File: src/design/ufe_pkg.sv
// shared constants for the serial port with framing error check
package ufe_pkg;
  // serial modes, two-bit select
  localparam logic [1:0] MODE_SYNC = 2'h0;
  localparam logic [1:0] MODE_8BIT = 2'h1;
  localparam logic [1:0] MODE_9FIX = 2'h2;
  localparam logic [1:0] MODE_9VAR = 2'h3;
  // clock and fixed-rate divisors
  localparam int CLK_MHZ        = 100;
  localparam int SYNC_DIV       = 12;
  localparam int FIX_DIV_SLOW   = 64;
  localparam int FIX_DIV_FAST   = 32;
  // reset values
  localparam logic [15:0] DIV_RST = 16'h0364;
  // receive fifo entry: 9 data bits plus frame error bit
  localparam int RX_W           = 10;
  localparam int FIFO_DEPTH     = 16;
  // shared receiver and transmitter states
  typedef enum logic [2:0] {
    UFE_RX_IDLE, UFE_RX_START, UFE_RX_DATA, UFE_RX_STOP, UFE_RX_SYNC
  } ufe_rx_st_t;
  typedef enum logic [1:0] {
    UFE_TX_IDLE, UFE_TX_SHIFT, UFE_TX_DONE
  } ufe_tx_st_t;
endpackage

File: src/design/ufe_fifo.sv
// small synchronous fifo with valid and ready on both sides
`timescale 1ns/1ps
module ufe_fifo #(
  parameter int WIDTH = 10,
  parameter int DEPTH = 16
) (
  // clock and reset
  input  wire logic             i_clock,
  input  wire logic             i_rst_n,
  // fill side
  input  wire logic             i_in_valid,
  input  wire logic [WIDTH-1:0] i_in_data,
  output logic                  o_in_ready,
  // drain side
  output logic                  o_out_valid,
  output logic [WIDTH-1:0]      o_out_data,
  input  wire logic             i_out_ready
);
  localparam int AW = $clog2(DEPTH);
  logic [WIDTH-1:0] mem_q [DEPTH];   // storage
  logic [AW-1:0]    wp_q;             // write pointer
  logic [AW-1:0]    rp_q;             // read pointer
  logic [AW:0]      cnt_q;            // fill count
  wire              push = i_in_valid && o_in_ready;
  wire              pop  = o_out_valid && i_out_ready;

  // storage has no reset; only pointers and fill count carry state
  always_ff @(posedge i_clock) begin
    if (push) begin
      mem_q[wp_q] <= i_in_data;
    end
  end

  // pointers and honest full/empty flags
  always_ff @(posedge i_clock or negedge i_rst_n) begin
    if (!i_rst_n) begin
      wp_q  <= '0;
      rp_q  <= '0;
      cnt_q <= '0;
    end else begin
      if (push) wp_q <= AW'(wp_q + 1'b1);
      if (pop)  rp_q <= AW'(rp_q + 1'b1);
      cnt_q <= (AW+1)'(cnt_q + push - pop);
    end
  end

  assign o_in_ready  = (cnt_q != DEPTH[AW:0]);
  assign o_out_valid = (cnt_q != '0);
  assign o_out_data  = mem_q[rp_q];
endmodule

File: src/design/ufe_uart.sv
// serial port: sync mode and three async modes with framing error check
// Notes on behaviour
// (RL1) async modes 1, 2, 3 act as UART
// (RL2) mode 0 is synchronous shift mode
// (RL3) tx and rx run independently, separate rates
// (RL4) frame check only async, only when selected
// (RL5) receiver samples every frame's stop bit
// (RL6) bad stop bit sets frame error flag
// (RL7) low stop is bad; flag sticky until cleared
`timescale 1ns/1ps
module ufe_uart
  import ufe_pkg::*;
#(
  parameter int DIV_W = 16
) (
  // clock and reset
  input  wire logic             i_clock,
  input  wire logic             i_rst_n,
  // configuration
  input  wire logic [1:0]       i_mode,
  input  wire logic             i_framing_check_select,
  input  wire logic             i_rx_enable,
  input  wire logic             i_fast_rate,
  input  wire logic [DIV_W-1:0] i_tx_div,
  input  wire logic [DIV_W-1:0] i_rx_div,
  input  wire logic             i_frame_error_clear,
  // transmit request
  input  wire logic             i_tx_valid,
  input  wire logic [8:0]       i_tx_data,
  output logic                  o_tx_ready,
  // receive stream
  output logic                  o_rx_valid,
  output logic [8:0]            o_rx_data,
  output logic                  o_rx_frame_bad,
  input  wire logic             i_rx_ready,
  // status
  output logic                  o_frame_error_flag,
  output logic                  o_rx_overrun,
  // pins
  input  wire logic             i_rxd,
  output logic                  o_rxd_out,
  output logic                  o_rxd_oe,
  output logic                  o_txd
);
  // bit period in clocks for a given mode and programmable divisor
  // fixed rates ignore the divisor; a zero divisor would wrap the
  // counter to its top value, so it is read as one clock per bit
  function automatic logic [DIV_W-1:0] bit_period(
    input logic [1:0] mode, input logic fast, input logic [DIV_W-1:0] div);
    logic [DIV_W-1:0] r;
    r = div;
    case (mode)
      MODE_SYNC: r = DIV_W'(SYNC_DIV);
      MODE_9FIX: r = fast ? DIV_W'(FIX_DIV_FAST) : DIV_W'(FIX_DIV_SLOW);
      default:   r = (div == '0) ? DIV_W'(1) : div;
    endcase
    return r;
  endfunction

  // frame length in data bits: 8 in modes 0 and 1, 9 otherwise
  function automatic logic [3:0] data_bits(input logic [1:0] mode);
    return (mode == MODE_SYNC || mode == MODE_8BIT) ? 4'h8 : 4'h9;
  endfunction

  // two-flop synchroniser on the receive pin
  // both flops reset to the idle level so no false start follows reset
  logic rxd_m_q, rxd_s_q;
  always_ff @(posedge i_clock or negedge i_rst_n) begin
    if (!i_rst_n) begin
      rxd_m_q <= 1'b1;
      rxd_s_q <= 1'b1;
    end else begin
      rxd_m_q <= i_rxd;
      rxd_s_q <= rxd_m_q;
    end
  end

  // mode decode and per-direction bit periods, shared by both halves
  wire              is_async = (i_mode != MODE_SYNC);            // (RL1)
  wire [DIV_W-1:0]  tx_per   = bit_period(i_mode, i_fast_rate, i_tx_div);
  wire [DIV_W-1:0]  rx_per   = bit_period(i_mode, i_fast_rate, i_rx_div);
  wire [3:0]        nbits    = data_bits(i_mode);

  // ---------------- transmitter, own rate counter -------------------
  ufe_tx_st_t       tx_st_q;
  logic [DIV_W-1:0] tx_cnt_q;      // clocks left in current bit
  logic [3:0]       tx_bit_q;      // bits left in frame
  logic [10:0]      tx_sh_q;       // shift register, lsb goes out
  logic             txd_q;         // serial out
  logic             tx_ready_q;    // registered ready
  logic             sclk_q;        // sync shift clock on txd
  wire              tx_tick  = (tx_cnt_q == DIV_W'(1));
  wire              tx_take  = tx_ready_q && i_tx_valid;
  wire [10:0]       tx_frame = (i_mode == MODE_8BIT) ?
                               {2'b11, i_tx_data[7:0], 1'b0} :
                               {1'b1, i_tx_data, 1'b0};

  // transmitter runs from its own divisor so rx/tx rates differ (RL3)
  // a request is taken only in idle and never queued, so the caller
  // must hold valid until it sees ready
  always_ff @(posedge i_clock or negedge i_rst_n) begin
    if (!i_rst_n) begin
      tx_st_q    <= UFE_TX_IDLE;
      tx_cnt_q   <= '0;
      tx_bit_q   <= '0;
      tx_sh_q    <= '1;
      txd_q      <= 1'b1;
      tx_ready_q <= 1'b0;
      sclk_q     <= 1'b1;
    end else begin
      case (tx_st_q)
        UFE_TX_IDLE: begin
          tx_ready_q <= 1'b1;
          txd_q      <= 1'b1;
          sclk_q     <= 1'b1;
          if (tx_take) begin
            tx_ready_q <= 1'b0;
            tx_cnt_q   <= tx_per;
            tx_st_q    <= UFE_TX_SHIFT;
            if (is_async) begin
              tx_sh_q  <= tx_frame;
              tx_bit_q <= nbits + 4'h2;  // start, data, stop
            end else begin
              // sync mode: 8 data bits, no start or stop (RL2)
              tx_sh_q  <= {3'b111, i_tx_data[7:0]};
              tx_bit_q <= 4'h8;
            end
          end
        end
        UFE_TX_SHIFT: begin
          // a bit ends when its counter reaches one, then it reloads
          txd_q  <= is_async ? tx_sh_q[0] : sclk_q;
          // sync: clock low first half, high second half of bit
          sclk_q <= (tx_cnt_q > (tx_per >> 1)) ? 1'b0 : 1'b1;
          if (tx_tick) begin
            tx_cnt_q <= tx_per;
            tx_sh_q  <= {1'b1, tx_sh_q[10:1]};
            tx_bit_q <= tx_bit_q - 4'h1;
            if (tx_bit_q == 4'h1) tx_st_q <= UFE_TX_DONE;
          end else begin
            tx_cnt_q <= tx_cnt_q - DIV_W'(1);
          end
        end
        UFE_TX_DONE: begin
          // one spare cycle keeps the stop bit whole before a new start
          txd_q   <= 1'b1;
          sclk_q  <= 1'b1;
          tx_st_q <= UFE_TX_IDLE;
        end
        default: tx_st_q <= UFE_TX_IDLE;
      endcase
    end
  end

  // sync mode drives data on rxd while shifting
  // the data copy follows the shift register every cycle; the enable
  // gates it, so its value while released does not matter
  logic rxd_oe_q, rxd_out_q;
  always_ff @(posedge i_clock or negedge i_rst_n) begin
    if (!i_rst_n) begin
      rxd_oe_q  <= 1'b0;
      rxd_out_q <= 1'b1;
    end else begin
      rxd_oe_q  <= !is_async && (tx_st_q == UFE_TX_SHIFT);  // (RL2)
      rxd_out_q <= tx_sh_q[0];
    end
  end

  // ---------------- receiver, own rate counter ----------------------
  ufe_rx_st_t       rx_st_q;
  logic [DIV_W-1:0] rx_cnt_q;     // clocks to next sample point
  logic [3:0]       rx_bit_q;     // data bits left
  logic [8:0]       rx_sh_q;      // assembled data
  logic             rx_push_q;    // one-cycle push into fifo
  logic [RX_W-1:0]  rx_word_q;    // word pushed into fifo
  wire              rx_tick = (rx_cnt_q == DIV_W'(1));
  wire              fifo_in_ready;
  // stop sampled low is a bad stop bit (RL7)
  wire              stop_bad = !rxd_s_q;
  wire              check_on = is_async && i_framing_check_select; // (RL4)
  wire [8:0]        rx_next  = {rxd_s_q, rx_sh_q[8:1]};

  // receiver: start detect, mid-bit sampling, stop check
  always_ff @(posedge i_clock or negedge i_rst_n) begin
    if (!i_rst_n) begin
      rx_st_q   <= UFE_RX_IDLE;
      rx_cnt_q  <= '0;
      rx_bit_q  <= '0;
      rx_sh_q   <= '0;
      rx_push_q <= 1'b0;
      rx_word_q <= '0;
    end else begin
      rx_push_q <= 1'b0;
      case (rx_st_q)
        UFE_RX_IDLE: begin
          // after a low stop the line may still be low, so the hunt can
          // restart at once; the mid-start check drops that false start
          if (i_rx_enable && is_async && !rxd_s_q) begin
            rx_cnt_q <= DIV_W'(rx_per >> 1) | DIV_W'(1);  // mid start bit
            rx_st_q  <= UFE_RX_START;
          end
        end
        UFE_RX_START: begin
          // start is checked at its middle; later bits follow whole periods
          if (rx_tick) begin
            rx_cnt_q <= rx_per;
            rx_bit_q <= nbits;
            // false start: line back high at mid-bit
            rx_st_q  <= rxd_s_q ? UFE_RX_IDLE : UFE_RX_DATA;
          end else begin
            rx_cnt_q <= rx_cnt_q - DIV_W'(1);
          end
        end
        UFE_RX_DATA: begin
          // data arrive lsb first into the top of the shift register
          if (rx_tick) begin
            rx_cnt_q <= rx_per;
            rx_sh_q  <= rx_next;
            rx_bit_q <= rx_bit_q - 4'h1;
            if (rx_bit_q == 4'h1) rx_st_q <= UFE_RX_STOP;
          end else begin
            rx_cnt_q <= rx_cnt_q - DIV_W'(1);
          end
        end
        UFE_RX_STOP: begin
          if (rx_tick) begin
            // every frame's stop bit is examined here (RL5)
            // eight-bit frames sit one place high in the shift register
            rx_push_q <= 1'b1;
            rx_word_q <= {stop_bad, (nbits == 4'h8) ?
                          {1'b0, rx_sh_q[8:1]} : rx_sh_q};
            rx_st_q   <= UFE_RX_IDLE;
          end else begin
            rx_cnt_q <= rx_cnt_q - DIV_W'(1);
          end
        end
        default: rx_st_q <= UFE_RX_IDLE;
      endcase
    end
  end

  // frame error flag: set wins over software clear; a later good frame
  // leaves it alone, so software always sees the fault
  logic fe_q, ovr_q;
  wire  fe_set = rx_push_q && rx_word_q[RX_W-1] && check_on;      // (RL6)
  always_ff @(posedge i_clock or negedge i_rst_n) begin
    if (!i_rst_n) begin
      fe_q  <= 1'b0;
      ovr_q <= 1'b0;
    end else begin
      if (fe_set) fe_q <= 1'b1;                                   // (RL6)
      else if (i_frame_error_clear) fe_q <= 1'b0;                 // (RL7)
      // a word lost to a full fifo is reported, sticky, same clear
      // one clear serves both flags so software needs a single action
      if (rx_push_q && !fifo_in_ready) ovr_q <= 1'b1;
      else if (i_frame_error_clear) ovr_q <= 1'b0;
    end
  end

  // receive fifo decouples the byte stream from the reader
  // seen from the port the capacity is the depth plus the output stage,
  // so one word more than the depth fits before an overrun
  logic             f_valid;
  logic [RX_W-1:0]  f_data;
  logic             out_v_q;
  logic [RX_W-1:0]  out_d_q;
  wire              take_out = f_valid && (!out_v_q || i_rx_ready);
  ufe_fifo #(.WIDTH(RX_W), .DEPTH(FIFO_DEPTH)) u_fifo (
    .i_clock     (i_clock),
    .i_rst_n     (i_rst_n),
    .i_in_valid  (rx_push_q),
    .i_in_data   (rx_word_q),
    .o_in_ready  (fifo_in_ready),
    .o_out_valid (f_valid),
    .o_out_data  (f_data),
    .i_out_ready (take_out)
  );

  // output register stage so every output comes from a flop
  // a word leaves on ready and the next one moves up in the same cycle
  always_ff @(posedge i_clock or negedge i_rst_n) begin
    if (!i_rst_n) begin
      out_v_q <= 1'b0;
      out_d_q <= '0;
    end else begin
      if (take_out) begin
        out_v_q <= 1'b1;
        out_d_q <= f_data;
      end else if (i_rx_ready) begin
        out_v_q <= 1'b0;
      end
    end
  end

  // every port below is a plain copy of a register
  assign o_tx_ready         = tx_ready_q;
  assign o_txd              = txd_q;
  assign o_rxd_oe           = rxd_oe_q;
  assign o_rxd_out          = rxd_out_q;
  assign o_rx_valid         = out_v_q;
  assign o_rx_data          = out_d_q[8:0];
  assign o_rx_frame_bad     = out_d_q[RX_W-1];
  assign o_frame_error_flag = fe_q;
  assign o_rx_overrun       = ovr_q;
endmodule

File: config.mk
export PLATFORM = sky130hd
export DESIGN_NAME = ufe_uart
export DESIGN_NICKNAME = d
export VERILOG_FILES = /design/src/design/ufe_pkg.sv /design/src/design/ufe_fifo.sv /design/src/design/ufe_uart.sv
export SDC_FILE = /design/constraint.sdc
export NUM_CORES = 1
export LEC_CHECK = 0
export ABC_AREA = 1
export BUFFER_PORTS_ARGS = -buffer_cell sky130_fd_sc_hd__buf_4
export CAP_MARGIN = 20
export CORE_UTILIZATION = 35
export DETAILED_ROUTE_END_ITERATION = 12
export SLEW_MARGIN = 20
export SYNTH_ARGS = -nofsm -noshare
export SYNTH_HDL_FRONTEND = slang
export SYNTH_SLANG_ARGS = --single-unit
File: constraint.sdc
create_clock -name i_clock -period 2.4 [get_ports i_clock]
set_input_delay 0.48 -clock i_clock [delete_from_list [all_inputs] [get_ports i_clock]]
set_output_delay 0.48 -clock i_clock [all_outputs]
set_load 0.01 [all_outputs]
==> impl_metrics.sql, run 1 <==
INSERT INTO impl_metrics (metric_group, metric, value, unit) VALUES
('cts', 'max-clock-path-buffers', '3', ''),
('grt', 'groute.usage.overall', '0.1666', ''),
('placed_design', 'detailedPlacementHpwl', '21230', 'um'),
('critical_path', 'worstPathRequired', '2560', 'ps'),
('cts', 'clk_transition_reported_paths', '60', 'ps'),
('floorplanning', 'fp.dieH', '196.7', 'um'),
('synthesis', 'post_synth_inst_count', '1421', ''),
('floorplanning', 'starting_utilization_of_the_core_area', '0.3588', ''),
('cts', 'cts_made_buffers', '29', ''),
('critical_path', 'worst_r2r_path_depth', '7', ''),
('grt', 'grt_max_degree', '70', ''),
('drt', 'remaining_drc_errors', '0', ''),
('drt', 'vias_after_detailed_routing', '9881', ''),
('grt', 'first_global_vias', '9760', ''),
('synthesis', 'syn-num-nets', '1512', ''),
('timing', 'max_freq', '438.1', 'MHz'),
('synthesis', 'post_synth_and_or_nand_nor_area_fraction', '0.2098', ''),
('synthesis', 'ys_ff_latch', '267', ''),
('placed_design', 'dp_worst_setup_slack', '62.17', 'ps'),
('timing', 'least_setup_slack_across_all_paths_after_layout', '117.2', 'ps'),
('power_and_ir_drop', 'p_per_area', '1000', 'mW/mm2'),
('critical_path', 'crit_end_element', 'flop', ''),
('synthesis', 'synth_top_family_by_area', 'simple AND/OR/NAND/NOR gates', ''),
('drt', 'detail-route-antenna-nets', '0', ''),
('outcome', 'status', 'finished, final reports clean', ''),
('timing', 'clock_skew', '10.81', 'ps'),
('grt', 'antenna_found_initial', '0', ''),
('floorplanning', 'ioPinCount', '69', ''),
('floorplanning', 'die_area', '0.03867', 'mm2'),
('drt', 'routedWlPerCell', '15.60', 'um'),
('synthesis', 'yosysTopAreaCell', 'sky130_fd_sc_hd__edfxtp_1', ''),
('timing', 'layout_worst_path_cycle_share', '0.9512', ''),
('timing', 'worst_slew_pin_slew', '879.6', 'ps'),
('floorplanning', 'placeable_core_area', '0.03696', 'mm2'),
('cts', 'numClockSinks', '267', ''),
('cts', 'htree_levels', '1', ''),
('timing', 'unrepaired_setup_endpoints_after_global_routing', 'yes', ''),
('drt', 'drt_wl_total', '31450', 'um'),
('cells_and_area', 'num_antenna_cells', '0', ''),
('cts', 'clock_insertion_delay_worst_skew', '540', 'ps'),
('drt', 'viasPerCell', '4.901', ''),
('timing', 'final.min_clock_period', '2283', 'ps'),
('synthesis', 'ys_top_cells_by_area', 'sky130_fd_sc_hd__edfxtp_1, sky130_fd_sc_hd__dfrtp_1, sky130_fd_sc_hd__nand2_1', ''),
('critical_path', 'timing.rr.start', 'u_fifo.cnt_q[2]', ''),
('run', 'max_cap_violations', '0', ''),
('cells_and_area', 'finish.utilization', '0.4152', ''),
('timing', 'timing.max_slew.rel_slack', '0.4114', ''),
('placed_design', 'globalplace.congestion', '0.8647', ''),
('cells_and_area', 'layout-area-overhead-vs-synth', '15.71', '%'),
('synthesis', 'adder_cell_share_of_the_synthesized_area', '0.03736', ''),
('power_and_ir_drop', 'combinationalPowerShare', '0.346', ''),
('synthesis', 'post_synth_mux_area_share', '0', ''),
('synthesis', 'postSynth.asyncResetShare', '0.4007', ''),
('power_and_ir_drop', 'max-vdd-ir-drop', '0.0005807', 'V'),
('critical_path', 'worst_path_max_delay_cell', 'sky130_fd_sc_hd__nor2_1', ''),
('critical_path', 'worst-setup-path-type', 'flop to flop', ''),
('synthesis', 'synth_top_flop_cell', 'sky130_fd_sc_hd__edfxtp_1', ''),
('critical_path', 'critical_path_peak_fanout', '10', ''),
('critical_path', 'worstPathArrival', '2440', 'ps'),
('timing', 'timing.final.setup_violations', '0', ''),
('min_path', 'timing.hold.worst.start', 'i_rxd', ''),
('synthesis', 'post_synth_xor_area_fraction', '0.01981', ''),
('critical_path', 'critPathMostFrequentCell', 'sky130_fd_sc_hd__nand2_1', ''),
('timing', 'final-hold-violation-count', '0', ''),
('cells_and_area', 'post_route_cells_drive_above_1_share', '0.1468', ''),
('power_and_ir_drop', 'sw_frac_of_total', '0.3693', ''),
('critical_path', 'worst_setup_path_startpoint', 'u_fifo.cnt_q[2]', ''),
('placed_design', 'place.port_buffers', '68', ''),
('grt', 'grt_pass1_wl', '51280', 'um'),
('min_path', 'worst_hold_path.num_cells', '1', ''),
('timing', 'timing_max_transition_violations_final', '0', '');
-- path summary, 6_finish.rpt --
check / end / slack [ps]
worst max-delay path: u_fifo.mem_q[4][8] / 120
worst min-delay path: rxd_m_q / 50
worst max register to register: u_fifo.mem_q[4][8] / 120
worst min register to register: rxd_s_q / 360
max in group asynchronous: u_fifo.rp_q[0] / 1180
min in group asynchronous: rx_cnt_q[15] / 510
-- what timing repair did --
item / in CTS / in global routing
gates resized for setup: 0 / 12
hold buffers: 1 / 0
endpoints found under the hold margin: 26 / 0
setup endpoints to repair: 0 / 116
buffers inserted: 0 / 0
-- cell usage after synthesis (all sizes together), types with 14 or more instances --
library cell / instances
o21ai: 147
nor2: 222
nand2: 340
o211ai: 58
inv: 117
nand3: 72
nand4: 14
clkbuf: 29
edfxtp: 160
buf: 28
dfrtp: 92
xor2: 21
a21oi: 35
ha: 38
dfstp: 15
-- cells by family after synthesis --
family,Yosys count
adder cells (fa/ha/maj),39
AO/OA/AOI/OAI,251
flip-flops,267
buffers and inverters,175
XOR/XNOR,30
AND/OR/NAND/NOR,659
-- state kept, by name, indices dropped and copies added, names as in the netlist, 2 cells and up --
register and count:
tx_cnt_q 16, u_fifo.cnt_q 5, rx_word_q 10, u_fifo.rp_q 4, out_d_q 10, rx_bit_q 4, tx_bit_q 4, rx_cnt_q 16
rx_sh_q 9, u_fifo.wp_q 4, u_fifo.mem_q 160, tx_sh_q 10, rx_st_q 2, tx_st_q 2
-- critical path: cells and delay by family, from the launching register on --
kind          cells  cell delay [ps]
fa+ha+maj         1              210
buf+inv           2              200
flops             1              350
simple gates      4             1150
-- cell type report --
cell class                      count  area, um2
Sequential cell                   267       7503
Timing Repair Buffer               95      778.2
Tap cell                          504      630.6
Clock buffer                       36      752.0
Multi-Input combinational cell    979       5062
Inverter                          118      445.4
Clock inverter                     17      172.7
Fill cell                        3723      21620
-- metal layers --
metal  GRT usage  vias up  routed length [um]
met5           0        -                   0
met4     0.04192        0                 672
met3     0.02190       52                1400
met2      0.2834      217               15140
met1      0.2246     4707               14240
li1            -     4905                   -
-- cell usage in the layout, fill, tap and decap left out, drive strengths merged, types with 3 or more instances in the layout --
cell type / count
o22ai: 6
o21ai: 147
o211ai: 58
edfxtp: 160
bufinv: 3
clkinv: 14
a21oi: 35
dfrtp: 92
ha: 38
nand4: 14
nor3: 6
xnor2: 9
clkbuf: 36
nand2: 340
buf: 94
nor2: 222
xor2: 21
dfstp: 15
inv: 117
nand3: 72
-- power groups by stage --
stage,Clock [W],Sequential (W),Combinational [W]
after CTS,0.00444,0.00568,0.00532
after global placement,0,0.00576,0.00520
after floorplan,0,0.00566,0.00373
after detailed placement,0,0.00577,0.00528
after global routing,0.00461,0.00574,0.00604
final,0.00435,0.00568,0.00531
-- stage by stage --
stage / instances / power [W] / hold WS [ps] / instance area, um2 / TNS (ps)
6_report: 2016 / 0.01534 / 53.23 / 15340 / 0
3_3_place_gp: 1962 / 0.01096 / 353.9 / 14380 / 0
5_1_grt: 2016 / 0.01639 / 33.99 / 15340 / -2174
3_5_place_dp: 1962 / 0.01105 / 349.2 / 14380 / 0
2_1_floorplan: 1421 / 0.009391 / 184.4 / 13260 / 0
4_1_cts: 2016 / 0.01544 / 29.22 / 15310 / 0
No activity file was read; power rests on OpenSTA's default activity.
==> inputs of run 2 (changes only) <==
==> constraint.sdc (replaced) <==
create_clock -name i_clock -period 2.4 [get_ports i_clock]
set_input_delay 0 -clock i_clock [delete_from_list [all_inputs] [get_ports i_clock]]
set_output_delay 0 -clock i_clock [all_outputs]
set_load 0.01 [all_outputs]
==> impl_metrics.sql, run 2 (same netlist as run 1, synthesis figures left out) <==
INSERT INTO impl_metrics (metric_group, metric, value, unit) VALUES
('outcome', 'status', 'finished, final reports clean', ''),
('critical_path', 'worst-setup-path-type', 'flop to flop', ''),
('cells_and_area', 'final-seq-area', '0.007503', 'mm2'),
('timing', 'timing.final.setup_violations', '0', ''),
('cts', 'htree_levels', '1', ''),
('cells_and_area', 'num_antenna_cells', '0', ''),
('timing', 'tns', '0', 'ps'),
('critical_path', 'critical_path_peak_fanout', '10', ''),
('drt', 'drt_wl_total', '32710', 'um'),
('critical_path', 'cp_num_buf_inv', '2', ''),
('floorplanning', 'fp.dieH', '196.7', 'um'),
('critical_path', 'worst_path_max_delay_cell', 'sky130_fd_sc_hd__nor2_1', ''),
('cts', 'max-clock-path-buffers', '3', ''),
('min_path', 'worst_hold_path.num_cells', '2', ''),
('power_and_ir_drop', 'p_per_area', '958.7', 'mW/mm2'),
('cts', 'cts_made_buffers', '30', ''),
('cells_and_area', 'post_route_cells_drive_above_1_share', '0.1438', ''),
('power_and_ir_drop', 'static_leak', '6.966', 'nW'),
('grt', 'grt.overflow.total', '0', ''),
('cells_and_area', 'layout-area-overhead-vs-synth', '21.71', '%'),
('critical_path', 'worst_path_dominant_cell_family', 'simple AND/OR/NAND/NOR gates', ''),
('critical_path', 'critPathMostFrequentCell', 'sky130_fd_sc_hd__nand2_1', ''),
('placed_design', 'detailedPlacementHpwl', '21490', 'um'),
('placed_design', 'dp_worst_setup_slack', '41.63', 'ps'),
('critical_path', 'startpoint_kind_of_the_worst_setup_timing_path', 'flop', ''),
('cts', 'numClockSinks', '267', ''),
('critical_path', 'worstPathArrival', '2470', 'ps'),
('drt', 'detail-route-antenna-nets', '0', ''),
('floorplanning', 'starting_utilization_of_the_core_area', '0.3588', ''),
('power_and_ir_drop', 'max-vdd-ir-drop', '0.0006118', 'V'),
('cts', 'clk_transition_reported_paths', '60', 'ps'),
('critical_path', 'worstPathRequired', '2580', 'ps'),
('timing', 'least_setup_slack_across_all_paths_after_layout', '103.1', 'ps'),
('critical_path', 'critical_path_stages', '7', ''),
('run', 'max_cap_violations', '0', ''),
('timing', 'clock_skew', '11.13', 'ps'),
('grt', 'groute.usage.overall', '0.1729', ''),
('timing', 'layout_worst_path_cycle_share', '0.9570', ''),
('cells_and_area', 'fill_cells', '3601', ''),
('cts', 'clock_insertion_delay_worst_skew', '570', 'ps'),
('critical_path', 'crit_path_max_incr_delay', '760', 'ps'),
('placed_design', 'globalplace.congestion', '0.8623', ''),
('power_and_ir_drop', 'p_total', '0.01547', 'W'),
('floorplanning', 'rows', '70', ''),
('cells_and_area', 'registers.top_by_ff_count', 'u_fifo.mem_q', ''),
('placed_design', 'place.port_buffers', '68', ''),
('drt', 'router_iterations_before_antenna_repair', '5', ''),
('timing', 'timing.max_slew.rel_slack', '0.3706', ''),
('cells_and_area', 'layout.cells.most_common', 'sky130_fd_sc_hd__nand2_1', ''),
('drt', 'drt_first_iter_violations', '612', ''),
('floorplanning', 'die_area', '0.03867', 'mm2'),
('timing', 'unrepaired_setup_endpoints_after_global_routing', 'yes', ''),
('cells_and_area', 'most-common-layout-cells', 'sky130_fd_sc_hd__nand2_1, sky130_fd_sc_hd__nor2_1, sky130_fd_sc_hd__edfxtp_1', ''),
('cells_and_area', 'largest_register_ff_count', '160', ''),
('timing', 'timing_max_transition_violations_final', '0', ''),
('critical_path', 'crit_end_element', 'flop', ''),
('critical_path', 'worst_r2r_path_depth', '7', ''),
('grt', 'antenna_found_initial', '0', ''),
('drt', 'routedWlPerCell', '15.60', 'um'),
('grt', 'grt_pass1_wl', '53610', 'um'),
('critical_path', 'cp_cell_sequence', 'inv_1, ha_1, nand4_1, nand2_1, clkinv_1, nand2_1, nor2_1', ''),
('cells_and_area', 'multi_input_comb_area', '0.005086', 'mm2'),
('cts', 'clock-root-buffer', 'sky130_fd_sc_hd__clkbuf_16', ''),
('cells_and_area', 'finish.net_count', '1659', ''),
('drt', 'remaining_drc_errors', '0', ''),
('critical_path', 'reg2reg_slack', '100', 'ps'),
('grt', 'grt_max_degree', '49', ''),
('timing', 'worst_slew_pin_slew', '940.6', 'ps'),
('grt', 'first_global_vias', '10249', ''),
('cells_and_area', 'reg_top3', 'u_fifo.mem_q: 160 flops, rx_cnt_q: 16 flops, tx_cnt_q: 16 flops', ''),
('cts', 'tritoncts_clock_tree', 'done', ''),
('min_path', 'hp_class', 'input pin to flop', ''),
('drt', 'vias_after_detailed_routing', '10276', ''),
('timing', 'max_freq', '435.4', 'MHz'),
('drt', 'viasPerCell', '4.903', ''),
('floorplanning', 'placeable_core_area', '0.03696', 'mm2'),
('timing', 'final-hold-violation-count', '0', ''),
('timing', 'final.min_clock_period', '2297', 'ps'),
('floorplanning', 'ioPinCount', '69', ''),
('floorplanning', 'die_width', '196.7', 'um');
-- run 2: cell count changes in the layout (fill, tap and decap cells not counted), moves of 2 or more --
cell / delta
sky130_fd_sc_hd__dlygate4sd3_1: +77
sky130_fd_sc_hd__clkinv_1: -3
sky130_fd_sc_hd__clkinv_2: +3
sky130_fd_sc_hd__buf_12: -2
sky130_fd_sc_hd__buf_4: +2
sky130_fd_sc_hd__bufinv_16: -2
sky130_fd_sc_hd__clkbuf_8: +2
sky130_fd_sc_hd__clkinv_8: +2
sky130_fd_sc_hd__nand2_4: -2
sky130_fd_sc_hd__nand2_8: +2
-- run 2: repair_timing --
action	in CTS	in global routing
gates resized for setup	0	19
hold endpoints to repair	150	0
setup endpoints to repair	0	124
buffers inserted	0	2
hold buffers	78	0
-- run 2: path summary, 6_finish.rpt --
| check | start | endpoint |
|---|---|---|
| setup reg to reg | u_fifo.cnt_q[3] | u_fifo.mem_q[0][8] |
| hold reg to reg | rxd_m_q | rxd_s_q |
| min in group asynchronous | i_rst_n | rx_cnt_q[11] |
| hold / removal | i_rxd | rxd_m_q |
| max in group asynchronous | i_rst_n | rx_cnt_q[10] |
| setup / recovery | u_fifo.cnt_q[3] | u_fifo.mem_q[0][8] |
-- run 2: area by class of cell --
type                    instances  area share
repair buffers                172     0.09442
flip-flops and latches        267      0.4649
multi-input cells             979      0.3151
clock buffers                  40     0.05008
well taps                     504     0.03907
inverters                     118     0.02822
clock inverters                16    0.008217
-- run 2: worst register-to-register path, stage by stage (launching register included) --
cell                       delay, ps
sky130_fd_sc_hd__dfrtp_1         360
sky130_fd_sc_hd__inv_1            80
sky130_fd_sc_hd__ha_1            200
sky130_fd_sc_hd__nand4_1         110
sky130_fd_sc_hd__nand2_1         100
sky130_fd_sc_hd__clkinv_1        120
sky130_fd_sc_hd__nand2_1         180
sky130_fd_sc_hd__nor2_1          760
-- run 2: power breakdown --
| group | internal [W] | switching, W |
|---|---|---|
| clock network | 0.00248 | 0.00186 |
| logic | 0.00196 | 0.00346 |
| registers | 0.00527 | 0.000442 |
| total | 0.00971 | 0.00576 |
-- run 2: routing by layer --
layer,up-vias,track usage,share of wire
met2,239,0.2931,0.48
met4,0,0.05139,0.027
li1,5070,-,-
met3,56,0.01985,0.047
met1,4911,0.2325,0.45
met5,-,0,0
-- run 2: metrics by stage --
| step | std cells | hold WS [ps] | cell area (um2) | utilization |
|---|---|---|---|---|
| after floorplan | 1421 | -295.6 | 13260 | - |
| after global placement | 1960 | 49.89 | 14340 | 0.3879 |
| after detailed placement | 1960 | 59.58 | 14340 | 0.3879 |
| after CTS | 2094 | 70.76 | 16060 | 0.4345 |
| after global routing | 2096 | 92.98 | 16140 | 0.4367 |
| final | 2096 | 96.24 | 16140 | 0.4367 |
==> inputs of run 3 (changes only) <==
--- a/config.mk
+++ b/config.mk
@@ -8,7 +8,7 @@
 export ABC_AREA = 1
 export BUFFER_PORTS_ARGS = -buffer_cell sky130_fd_sc_hd__buf_4
 export CAP_MARGIN = 20
-export CORE_UTILIZATION = 35
+export CORE_UTILIZATION = 40
 export DETAILED_ROUTE_END_ITERATION = 12
 export SLEW_MARGIN = 20
 export SYNTH_ARGS = -nofsm -noshare
==> impl_metrics.sql, run 3 (same netlist as run 1, synthesis figures left out) <==
INSERT INTO impl_metrics (metric_group, metric, value, unit) VALUES
('timing', 'worst_slew_pin_slew', '1029', 'ps'),
('power_and_ir_drop', 'cell_internal_pwr', '0.01023', 'W'),
('power_and_ir_drop', 'max-vdd-ir-drop', '0.0006096', 'V'),
('floorplanning', 'ioPinCount', '69', ''),
('drt', 'drt_wl_total', '33090', 'um'),
('cts', 'htree_levels', '1', ''),
('cells_and_area', 'layout-area-overhead-vs-synth', '21.45', '%'),
('floorplanning', 'fp.dieH', '184.1', 'um'),
('timing', 'max_freq', '446.1', 'MHz'),
('timing', 'timing.final.setup_violations', '0', ''),
('drt', 'viasPerCell', '5.052', ''),
('critical_path', 'critical_path_peak_fanout', '10', ''),
('cells_and_area', 'num_antenna_cells', '0', ''),
('grt', 'groute.usage.overall', '0.2035', ''),
('drt', 'wl_met2', '16180', 'um'),
('cts', 'clk_transition_reported_paths', '60', 'ps'),
('cells_and_area', 'finish.net_count', '1657', ''),
('floorplanning', 'placeable_core_area', '0.03262', 'mm2'),
('outcome', 'status', 'finished, final reports clean', ''),
('drt', 'met1_length', '14710', 'um'),
('drt', 'routedWlPerCell', '16.29', 'um'),
('cts', 'cts_made_buffers', '29', ''),
('floorplanning', 'die_width', '184.1', 'um'),
('cells_and_area', 'largest_register_ff_count', '160', ''),
('timing', 'timing_max_transition_violations_final', '0', ''),
('power_and_ir_drop', 'power_frac_seq', '0.355', ''),
('critical_path', 'worst_r2r_path_depth', '7', ''),
('power_and_ir_drop', 'sw_frac_of_total', '0.3586', ''),
('cells_and_area', 'reg_top3', 'u_fifo.mem_q: 160 flops, rx_cnt_q: 16 flops, tx_cnt_q: 16 flops', ''),
('critical_path', 'timing.rr.start', 'u_fifo.cnt_q[2]', ''),
('grt', 'grt_max_degree', '84', ''),
('drt', 'remaining_drc_errors', '0', ''),
('drt', 'detail-route-antenna-nets', '0', ''),
('drt', 'detailroute.wirelength.met3', '1584', 'um'),
('power_and_ir_drop', 'combinationalPowerShare', '0.337', ''),
('placed_design', 'place.port_buffers', '68', ''),
('critical_path', 'reg2reg_slack', '160', 'ps'),
('floorplanning', 'die_area', '0.03389', 'mm2'),
('drt', 'top_layer_used', 'met4', ''),
('placed_design', 'globalplace.congestion', '0.8664', ''),
('critical_path', 'crit_end_element', 'flop', ''),
('cells_and_area', 'post_route_cells_drive_above_1_share', '0.1479', ''),
('power_and_ir_drop', 'static_leak', '7.030', 'nW'),
('timing', 'timing.max_slew.rel_slack', '0.3117', ''),
('grt', 'antenna_found_initial', '0', ''),
('cells_and_area', 'layout.cells.most_common', 'sky130_fd_sc_hd__nand2_1', ''),
('drt', 'drt_first_iter_violations', '737', ''),
('cells_and_area', 'finish.utilization', '0.4937', ''),
('cells_and_area', 'most-common-layout-cells', 'sky130_fd_sc_hd__nand2_1, sky130_fd_sc_hd__nor2_1, sky130_fd_sc_hd__edfxtp_1', ''),
('timing', 'final.min_clock_period', '2242', 'ps'),
('critical_path', 'critical_path.reg2reg.endpoint', 'u_fifo.mem_q[3][7]', ''),
('cts', 'tritoncts_clock_tree', 'done', ''),
('min_path', 'hp_class', 'input pin to flop', ''),
('drt', 'vias_after_detailed_routing', '10261', ''),
('critical_path', 'worstPathArrival', '2410', 'ps'),
('timing', 'layout_worst_path_cycle_share', '0.9340', ''),
('drt', 'router_iterations_before_antenna_repair', '5', ''),
('grt', 'first_global_vias', '10119', ''),
('grt', 'grt_pass1_wl', '53820', 'um'),
('power_and_ir_drop', 'p_switching', '0.005720', 'W'),
('critical_path', 'worst_setup_path_startpoint', 'u_fifo.cnt_q[2]', ''),
('cts', 'clock_insertion_delay_worst_skew', '550', 'ps'),
('critical_path', 'timing.critical_path.to', 'u_fifo.mem_q[3][7]', ''),
('cells_and_area', 'registers.top_by_ff_count', 'u_fifo.mem_q', ''),
('power_and_ir_drop', 'clkPwrFrac', '0.309', ''),
('power_and_ir_drop', 'p_per_area', '990.5', 'mW/mm2'),
('timing', 'final-hold-violation-count', '0', ''),
('cts', 'max-clock-path-buffers', '3', ''),
('floorplanning', 'starting_utilization_of_the_core_area', '0.4066', ''),
('cts', 'clock-root-buffer', 'sky130_fd_sc_hd__clkbuf_16', ''),
('timing', 'clock_skew', '7.101', 'ps'),
('cts', 'numClockSinks', '267', ''),
('critical_path', 'startpoint_kind_of_the_worst_setup_timing_path', 'flop', ''),
('critical_path', 'worst-setup-path-type', 'flop to flop', ''),
('placed_design', 'detailedPlacementHpwl', '21430', 'um'),
('floorplanning', 'rows', '66', ''),
('critical_path', 'worstPathRequired', '2570', 'ps'),
('power_and_ir_drop', 'p_total', '0.01595', 'W'),
('grt', 'grt.overflow.total', '0', ''),
('timing', 'tns', '0', 'ps'),
('timing', 'unrepaired_setup_endpoints_after_global_routing', 'no', ''),
('run', 'max_cap_violations', '0', '');
run 3: cell types whose count changed in the layout (fill, tap and decap cells not counted), sizes merged, moves of 4 or more:
cell,previous run,this run
dlygate4sd3,78,66
buf,94,105
clkinv,16,7
bufinv,1,6
clkbuf,40,36
clkinvlp,1,5
run 3: layer usage:
metal | GRT usage | vias up
met5 | 0 | -
met4 | 0.04833 | 0
met3 | 0.02754 | 43
met2 | 0.3562 | 226
met1 | 0.2658 | 4933
li1 | - | 5059
run 3: what timing repair did:
item / in CTS / in global routing
endpoints found under the setup margin: 0 / 8
endpoints found under the hold margin: 151 / 0
gates resized for setup: 0 / 4
buffers inserted: 0 / 4
hold buffers: 66 / 0
run 3: cell type report:
type                            count  area [um2]
Fill cell                        2998       16510
Sequential cell                   267        7503
Multi-Input combinational cell    979        5042
Timing Repair Buffer              171        1486
Clock buffer                       36       812.0
Tap cell                          442       553.0
Inverter                          118       445.4
Clock inverter                     18       262.8
run 3: worst min path at each step:
stage / slack, ps / cells past startpoint / start / end
2_1_floorplan: -300 / 0 / i_rst_n / o_frame_error_flag
3_3_place_gp: 40 / 1 / i_rst_n / rx_cnt_q[9]
3_5_place_dp: 40 / 1 / i_rst_n / rx_cnt_q[9]
4_1_cts: 20 / 7 / i_rx_enable / rx_st_q[1]
5_1_grt: 80 / 7 / i_rx_enable / rx_st_q[1]
6_report: 30 / 7 / i_rx_enable / rx_st_q[1]
run 3: worst max-delay path, stage by stage (launching register included):
cell and delay, ps:
sky130_fd_sc_hd__dfrtp_1 350, sky130_fd_sc_hd__inv_1 60, sky130_fd_sc_hd__ha_1 200, sky130_fd_sc_hd__nand4_1 120, sky130_fd_sc_hd__nand2_1 90, sky130_fd_sc_hd__clkinv_1 120
sky130_fd_sc_hd__nand2_1 120, sky130_fd_sc_hd__nor2_1 790
run 3: power groups by stage:
stage               combinational, W  sequential (W)  clock, W
floorplan                    0.00373         0.00566         0
global placement             0.00520         0.00574         0
detailed placement           0.00526         0.00575         0
CTS                          0.00538         0.00566   0.00501
global route                 0.00615         0.00571   0.00521
finish                       0.00537         0.00566   0.00493
run 3: metrics by stage:
stage | worst slack [ps] | cell area (um2) | std cells | hold slack, ps
after CTS | 103.8 | 16060 | 2027 | 23.52
after global placement | 153.2 | 14330 | 1907 | 44.40
final | 158.4 | 16110 | 2031 | 29.97
after detailed placement | 124.7 | 14330 | 1907 | 41.71
after global routing | 1.617 | 16110 | 2031 | 78.93
after floorplan | 4.486 | 13260 | 1421 | -295.6
